==> config.mk <==
export PLATFORM = sky130hd
export DESIGN_NAME = hdf_buffer
export DESIGN_NICKNAME = d
export VERILOG_FILES = /design/src/hw/hdf_pkg.sv /design/src/hw/hdf_buffer.sv
export SDC_FILE = /design/constraint.sdc
export NUM_CORES = 2
export LEC_CHECK = 0
export BUFFER_PORTS_ARGS = -buffer_cell sky130_fd_sc_hd__buf_2
export CORE_ASPECT_RATIO = 1.25
export CORE_MARGIN = 1
export CORE_UTILIZATION = 57
export CTS_CLUSTER_SIZE = 12
export DETAILED_ROUTE_END_ITERATION = 10
export PLACE_DENSITY = 0.75
export SYNTH_ARGS = -nofsm -noshare
export SYNTH_HDL_FRONTEND = slang
export SYNTH_SLANG_ARGS = --single-unit
==> constraint.sdc <==
create_clock -name clk -period 5.49 [get_ports clk]
set_clock_uncertainty 0.2 [all_clocks]
set_input_delay 0.8235 -clock clk [delete_from_list [all_inputs] [get_ports clk]]
set_output_delay 0.8235 -clock clk [all_outputs]
set_load 0.005 [all_outputs]
==> src/hw/hdf_pkg.sv <==
package hdf_pkg;
    localparam int unsigned hdf_depth = 512;
    localparam logic [9:0] hdf_cap_full = 10'h200;
    localparam logic [9:0] hdf_cap_small = 10'h0ff;
    // register offsets
    localparam logic [6:0] hdf_off_control = 7'h02;
    localparam logic [6:0] hdf_off_watermark = 7'h03;
    localparam logic [6:0] hdf_off_length = 7'h04;
    localparam logic [6:0] hdf_off_data = 7'h05;
    localparam logic [6:0] hdf_off_irq_status = 7'h06;
    localparam logic [6:0] hdf_off_irq_enable = 7'h07;
    // buffer_control_reg fields
    localparam int unsigned hdf_ctl_flush = 7;
    localparam int unsigned hdf_ctl_capsel = 6;
    localparam int unsigned hdf_ctl_high = 5;
    localparam int unsigned hdf_ctl_low = 4;
    localparam int unsigned hdf_ctl_wm_msb = 2;
    localparam int unsigned hdf_ctl_cnt_hi = 0;
    // interrupt_status_0 / interrupt_enable_0 fields
    localparam int unsigned hdf_irq_err = 1;
    localparam int unsigned hdf_irq_low = 2;
    localparam int unsigned hdf_irq_high = 3;
    // reset values
    localparam logic [8:0] hdf_wm_rst = 9'h000;
    localparam logic hdf_capsel_rst = 1'b0;
endpackage : hdf_pkg

==> src/hw/hdf_buffer.sv <==
// How it works
// - one 512 by 8 buffer shared by host and protocol engine
// - 255-entry mode; counts and watermark fit one byte there
// - capacity_select at 1 gives 255 entries, else 512
// - flush clears pointers and fill count, capacity from bit 6 of the same write
// - fill count rises per byte written, falls per byte read
// - fill count upper bits sit in buffer_control_reg
// - watermark is nine bits: msb at 02h bit 2, low byte at 03h
// - one watermark serves both high and low comparisons
// - high flag is capacity minus fill count not above watermark
// - low flag is fill count not above watermark
// - low flag rising with its enable raises irq
// - high flag rising with its enable raises irq
// - write into full buffer sets overflow error interrupt flag
`timescale 1ns/1ps
`default_nettype none
module hdf_buffer (
    input wire logic clk, // 250 MHz system clock
    input wire logic nrst, // async reset, active low
    input wire logic [6:0] reg_addr, // host register address
    input wire logic [7:0] reg_wdata, // host write data
    input wire logic reg_wr, // host write strobe
    input wire logic reg_rd, // host read strobe
    output logic [7:0] reg_rdata, // host read data, next cycle
    input wire logic eng_push, // engine writes a byte
    input wire logic [7:0] eng_push_data, // engine byte in
    input wire logic eng_pop, // engine reads a byte
    output logic [7:0] eng_pop_data, // engine byte out
    output logic eng_pop_valid, // eng_pop_data is fresh
    output logic irq // interrupt pin, active high
);
    typedef struct packed {
        logic [8:0] wr_ptr;
        logic [8:0] rd_ptr;
        logic [9:0] fill_count;
        logic capacity_select;
        logic [8:0] watermark_value;
        logic high_watermark_flag;
        logic low_watermark_flag;
        logic error_interrupt_flag;
        logic low_irq_flag;
        logic high_irq_flag;
        logic error_int_en;
        logic low_watermark_int_en;
        logic high_watermark_int_en;
        logic irq;
        logic [7:0] reg_rdata;
        logic [7:0] eng_pop_data;
        logic eng_pop_valid;
    } hdf_state_s;

    hdf_state_s st;
    hdf_state_s next_st;
    logic [7:0] mem [0:hdf_pkg::hdf_depth-1];

    logic [9:0] cap;
    logic full;
    logic empty;
    logic host_data_wr;
    logic host_data_rd;
    logic push;
    logic pop;
    logic push_ok;
    logic pop_ok;
    logic flush;
    logic [7:0] push_data;
    logic [7:0] pop_byte;
    logic [7:0] rd_mux;

    function automatic logic [8:0] hdf_ptr_inc(input logic [8:0] p,
            input logic [9:0] c);
        logic [9:0] nxt;
        nxt = {1'b0, p} + 10'h001;
        if (nxt >= c) begin
            hdf_ptr_inc = 9'h000;
        end else begin
            hdf_ptr_inc = nxt[8:0];
        end
    endfunction : hdf_ptr_inc

    function automatic logic hdf_high(input logic [9:0] c,
            input logic [9:0] n, input logic [8:0] w);
        // free space against watermark
        // a count above a shrunken capacity leaves no free space
        hdf_high = (n >= c) || ((c - n) <= {1'b0, w});
    endfunction : hdf_high

    function automatic logic [9:0] hdf_cap_of(input logic sel);
        hdf_cap_of = sel ? hdf_pkg::hdf_cap_small : hdf_pkg::hdf_cap_full;
    endfunction : hdf_cap_of

    assign cap = hdf_cap_of(st.capacity_select);
    assign full = (st.fill_count >= cap);
    assign empty = (st.fill_count == 10'h000);
    assign host_data_wr = reg_wr && (reg_addr == hdf_pkg::hdf_off_data);
    assign host_data_rd = reg_rd && (reg_addr == hdf_pkg::hdf_off_data);
    assign flush = reg_wr && (reg_addr == hdf_pkg::hdf_off_control)
                   && reg_wdata[hdf_pkg::hdf_ctl_flush];
    // host access takes the port when both collide
    assign push = host_data_wr || eng_push;
    assign push_data = host_data_wr ? reg_wdata : eng_push_data;
    assign pop = host_data_rd || eng_pop;
    // drop overflow bytes, ignore empty reads
    assign push_ok = push && !full && !flush;
    assign pop_ok = pop && !empty && !flush;
    assign pop_byte = mem[st.rd_ptr];

    always_ff @(posedge clk) begin
        if (push_ok) begin
            mem[st.wr_ptr] <= push_data;
        end
    end

    always_comb begin
        rd_mux = 8'h00;
        case (reg_addr)
            hdf_pkg::hdf_off_control: begin
                // upper fill count bits in control
                rd_mux[hdf_pkg::hdf_ctl_capsel] = st.capacity_select;
                rd_mux[hdf_pkg::hdf_ctl_high] = st.high_watermark_flag;
                rd_mux[hdf_pkg::hdf_ctl_low] = st.low_watermark_flag;
                rd_mux[hdf_pkg::hdf_ctl_wm_msb] = st.watermark_value[8];
                rd_mux[hdf_pkg::hdf_ctl_cnt_hi +: 2] = st.fill_count[9:8];
            end
            hdf_pkg::hdf_off_watermark: rd_mux = st.watermark_value[7:0];
            hdf_pkg::hdf_off_length: rd_mux = st.fill_count[7:0];
            hdf_pkg::hdf_off_data: rd_mux = empty ? 8'h00 : pop_byte;
            hdf_pkg::hdf_off_irq_status: begin
                rd_mux[hdf_pkg::hdf_irq_err] = st.error_interrupt_flag;
                rd_mux[hdf_pkg::hdf_irq_low] = st.low_irq_flag;
                rd_mux[hdf_pkg::hdf_irq_high] = st.high_irq_flag;
            end
            hdf_pkg::hdf_off_irq_enable: begin
                rd_mux[hdf_pkg::hdf_irq_err] = st.error_int_en;
                rd_mux[hdf_pkg::hdf_irq_low] = st.low_watermark_int_en;
                rd_mux[hdf_pkg::hdf_irq_high] = st.high_watermark_int_en;
            end
            default: rd_mux = 8'h00;
        endcase
    end

    always_comb begin
        next_st = st;
        next_st.eng_pop_valid = 1'b0;
        if (reg_rd) begin
            next_st.reg_rdata = rd_mux;
        end
        // control and configuration writes
        if (reg_wr) begin
            case (reg_addr)
                hdf_pkg::hdf_off_control: begin
                    next_st.capacity_select =
                        reg_wdata[hdf_pkg::hdf_ctl_capsel];
                    next_st.watermark_value[8] =
                        reg_wdata[hdf_pkg::hdf_ctl_wm_msb];
                end
                hdf_pkg::hdf_off_watermark: begin
                    next_st.watermark_value[7:0] = reg_wdata;
                end
                hdf_pkg::hdf_off_irq_status: begin
                    // write 1 clears; events below win
                    if (reg_wdata[hdf_pkg::hdf_irq_err]) begin
                        next_st.error_interrupt_flag = 1'b0;
                    end
                    if (reg_wdata[hdf_pkg::hdf_irq_low]) begin
                        next_st.low_irq_flag = 1'b0;
                    end
                    if (reg_wdata[hdf_pkg::hdf_irq_high]) begin
                        next_st.high_irq_flag = 1'b0;
                    end
                end
                hdf_pkg::hdf_off_irq_enable: begin
                    next_st.error_int_en = reg_wdata[hdf_pkg::hdf_irq_err];
                    next_st.low_watermark_int_en =
                        reg_wdata[hdf_pkg::hdf_irq_low];
                    next_st.high_watermark_int_en =
                        reg_wdata[hdf_pkg::hdf_irq_high];
                end
                default: begin
                end
            endcase
        end
        // small mode keeps the watermark in one byte
        if (next_st.capacity_select) begin
            next_st.watermark_value[8] = 1'b0;
        end
        if (flush) begin
            next_st.wr_ptr = 9'h000;
            next_st.rd_ptr = 9'h000;
            next_st.fill_count = 10'h000;
        end else begin
            if (push_ok) begin
                next_st.wr_ptr = hdf_ptr_inc(st.wr_ptr, cap);
            end
            if (pop_ok) begin
                next_st.rd_ptr = hdf_ptr_inc(st.rd_ptr, cap);
            end
            if (push_ok && !pop_ok) begin
                next_st.fill_count = st.fill_count + 10'h001;
            end else if (pop_ok && !push_ok) begin
                next_st.fill_count = st.fill_count - 10'h001;
            end
        end
        if (eng_pop && !host_data_rd) begin
            next_st.eng_pop_data = pop_ok ? pop_byte : 8'h00;
            next_st.eng_pop_valid = pop_ok;
        end
        if (push && full && !flush) begin
            next_st.error_interrupt_flag = 1'b1;
        end
        next_st.high_watermark_flag = hdf_high(
            hdf_cap_of(next_st.capacity_select),
            next_st.fill_count, next_st.watermark_value);
        next_st.low_watermark_flag =
            (next_st.fill_count <= {1'b0, next_st.watermark_value});
        if (next_st.low_watermark_flag && !st.low_watermark_flag) begin
            next_st.low_irq_flag = 1'b1;
        end
        if (next_st.high_watermark_flag && !st.high_watermark_flag) begin
            next_st.high_irq_flag = 1'b1;
        end
        next_st.irq =
            (next_st.low_irq_flag && next_st.low_watermark_int_en) ||
            (next_st.high_irq_flag && next_st.high_watermark_int_en) ||
            (next_st.error_interrupt_flag && next_st.error_int_en);
    end

    always_ff @(posedge clk or negedge nrst) begin
        if (!nrst) begin
            st <= '0;
            st.capacity_select <= hdf_pkg::hdf_capsel_rst;
            st.watermark_value <= hdf_pkg::hdf_wm_rst;
            st.low_watermark_flag <= 1'b1;
        end else begin
            st <= next_st;
        end
    end

    assign reg_rdata = st.reg_rdata;
    assign eng_pop_data = st.eng_pop_data;
    assign eng_pop_valid = st.eng_pop_valid;
    assign irq = st.irq;
endmodule : hdf_buffer
`default_nettype wire

==> flow_metrics.py <==
metrics = {
    "drt": {
        "ant_nets": 0,
        "routed_wl_um": 428000,
        "route.detailed.drc": 0,
        "drt_iter0_drc": 11200,
        "drt_first_pass_iters": 8,
        "vias_per_cell": 6.84,
        "via_count": 83400,
        "post_drt_wl_per_cell_um": 35.1,
    },
    "yosys": {
        "synth_flop_cell": "edfxtp_1",
        "ys_seq_area_share_pct": 76.4,
        "postSynthCellCount": 7837,
        "synth_xor_area_share_pct": 0.118,
        "ys_ff_latch": 4160,
        "synth_simple_gate_area_share_pct": 3.14,
        "synth_area_per_cell_um2": 20.8,
        "ys_async_sr_fraction_pct": 1.54,
        "synth_top_cell_by_area": "edfxtp_1",
        "synth_adder_area_share_pct": 0.480,
        "synth_top_family_by_area": "multiplexers",
        "synth_top_area_share_pct": 75.4,
        "synthMuxAreaShare_pct": 15.9,
        "yosysWarnings": 0,
        "ys_types": 76,
        "syn_area_um2": 163000,
        "syn_nets": 7928,
        "synth_area_leaders": "edfxtp_1, mux4_2, nor2_1",
        "synth-edff-count": 4096,
        "synth_compound_area_share_pct": 2.63,
    },
    "layout": {
        "mostFrequentLayoutCell": "edfxtp_1",
        "nets": 8399,
        "drive_gt1_share_pct": 25.7,
        "regArea_um2": 125000,
        "area_delta_synth_final_pct": 11.6,
        "final_util_pct": 64.0,
        "final_cell_mix": "edfxtp_1, mux4_2, nor2_1",
        "multi_input_area_um2": 36800,
        "fillers": 17900,
    },
    "global_route": {
        "grt_pass1_vias": 85100,
        "grt_first_pass_wirelength_um": 611000,
        "gr-total-overflow": 0,
        "grt_max_degree": 263,
        "grtUsageTotal_pct": 29.9,
        "grt_antenna_before_repair": 18,
    },
    "floorplan": {
        "core_um2": 285000,
        "num_rows": 219,
        "initial_core_util_pct": 57.3,
        "boundaryPins": 47,
        "die_w_um": 481,
        "die_h_um": 600,
        "die-area_um2": 288000,
    },
    "power_and_ir_drop": {
        "p_sw_mw": 24.9,
        "power.leakage_nw": 57.5,
        "power_density_nw_per_um2": 448,
        "ir_drop_uv": 567,
        "comb_power_share_pct": 26.6,
        "total_power_mw": 81.5,
        "intPower_mw": 56.6,
        "swShare_pct": 30.6,
        "power_frac_seq_pct": 43.4,
        "clkPwrFrac_pct": 30.0,
    },
    "job": {
        "drv_cap": 0,
    },
    "cts": {
        "tritoncts": "yes",
        "clk_pin_slew_ns": 0.06,
        "clk_latency_ns": 0.93,
        "clockBufferDepth": 4,
        "cts_buffers": 400,
        "h-tree-depth": 5,
        "clock_sinks": 4160,
        "root_buffer": "clkbuf_16",
    },
    "sta": {
        "slew_headroom_pct": 15.5,
        "max_freq_ghz": 0.190,
        "fin_crit_sh_pct": 95.9,
        "rsz0062_at_grt": "true",
        "finalHoldViolCount": 0,
        "setup_violations": 0,
        "tightest_slew_ns": 1.27,
        "slew_viol_final": 0,
        "layout_min_cycle_time_ns": 5.26,
    },
    "worst_setup_path": {
        "cp_slowest_cell": "dfrtp_1",
        "cp-start-kind": "flip-flop",
        "path_class": "flip-flop to flip-flop",
        "arrival_ns": 5.86,
        "path_max_fanout": 7,
        "ff2ff_setup_slack_ns": 0.23,
        "endpoint_kind": "flip-flop",
        "critical-path-top-delay-family": "compound AO/OA/AOI/OAI gates",
        "cpPeakStageDelay_ns": 0.39,
        "cp_num_buf_inv": 4,
        "cp.required_ns": 6.09,
    },
    "placement": {
        "dp_hpwl_um": 260000,
        "gp_congestion": 0.902,
        "portBuffers": 46,
    },
    "outcome": {
        "status": "finished, final reports clean",
    },
    "min_path": {
        "hold_path_class": "input pin to flip-flop",
    },
}
==> power by group through the flow <==
stage / Sequential, mW / Clock, mW / Combinational [mW]
2_1_floorplan: 35.9 / 0 / 12.2
3_3_place_gp: 36.1 / 0 / 20.9
3_5_place_dp: 36.1 / 0 / 21.0
4_1_cts: 35.4 / 24.5 / 21.2
5_1_grt: 35.4 / 25.6 / 22.2
6_report: 35.4 / 24.4 / 21.7
==> per-stage QoR <==
step / std cells / cell area [um2] / setup slack [ns] / hold WS [ns] / TNS (ns)
floorplan: 7837 / 163000 / -1.19 / 0.251 / -4857.77
global placement: 11700 / 171000 / -0.578 / 0.284 / -1.66
detailed placement: 11700 / 171000 / -0.654 / 0.297 / -1.75
CTS: 12200 / 182000 / 0.0113 / 0.0210 / 0
global route: 12200 / 182000 / -0.0850 / 0.0676 / -0.138
finish: 12200 / 182000 / 0.227 / 0.0654 / 0
==> layer usage <==
layer / part of all wire [%] / vias up / global-route usage [%]
met5: 0.035 / - / 0
met4: 6.6 / 18 / 16.9
met3: 11 / 1143 / 6.89
met2: 48 / 5508 / 47.6
met1: 34 / 43500 / 38.1
li1: - / 33200 / -
==> path summary, 6_finish.rpt <==
| kind | startpoint | end | cells past startpoint |
|---|---|---|---|
| worst max-delay path | st[35] | st[21] | 29 |
| worst min-delay path | reg_wdata[6] | st[32] | 2 |
| worst max register to register | st[35] | st[21] | 29 |
| worst min register to register | eng_pop_data[0] | eng_pop_data[0] | 1 |
| max in group asynchronous | nrst | st[50] | 3 |
| min in group asynchronous | nrst | eng_pop_data[4] | 3 |
==> layout make-up <==
class	count	share of cell area, %
Inverter	43	0.0928
Timing Repair Buffer	561	2.72
Tap cell	3757	2.58
Antenna cell	11	0.0151
Sequential cell	4160	68.4
Clock buffer	467	5.73
Multi-Input combinational cell	3142	20.2
Clock inverter	50	0.219
==> Yosys cell counts (all sizes together), types with 19 or more instances <==
| master | instances |
|---|---|
| edfxtp | 4096 |
| mux4 | 1056 |
| nor2 | 575 |
| nand2 | 363 |
| clkbuf | 253 |
| buf | 239 |
| mux2i | 192 |
| a21oi | 119 |
| a32oi | 87 |
| a22oi | 85 |
| a211oi | 67 |
| dfrtp | 63 |
| ha | 61 |
| nor2b | 51 |
| o21ai | 48 |
| inv | 43 |
| nand3 | 43 |
| a31oi | 32 |
| and3 | 32 |
| o22ai | 28 |
| a221oi | 27 |
| and2 | 26 |
| nand4 | 21 |
| nor3 | 21 |
| a21o | 20 |
| xnor2 | 19 |
==> state kept, by name, indices dropped and copies added (netlist names) <==
signal	cells
eng_pop_data	8
eng_pop_valid	1
irq	1
mem	4096
reg_rdata	8
st	46
==> cells by family after synthesis <==
kind of cell               count (synthesis)
buffers and inverters                    535
adders and majority gates                 62
and+or+nand+nor                         1190
DFF                                     4160
muxes                                   1264
AOI/OAI and AO/OA                        604
xor gates and xnor gates                  22
==> repair_timing <==
item,CTS,global route
pin swaps,2,19
setup buffers,0,2
endpoints found under the hold margin,63,0
endpoints found under the setup margin,3,3
resized for setup,11,34
hold buffers,1,0
Power figures use the tool's default switching activity.
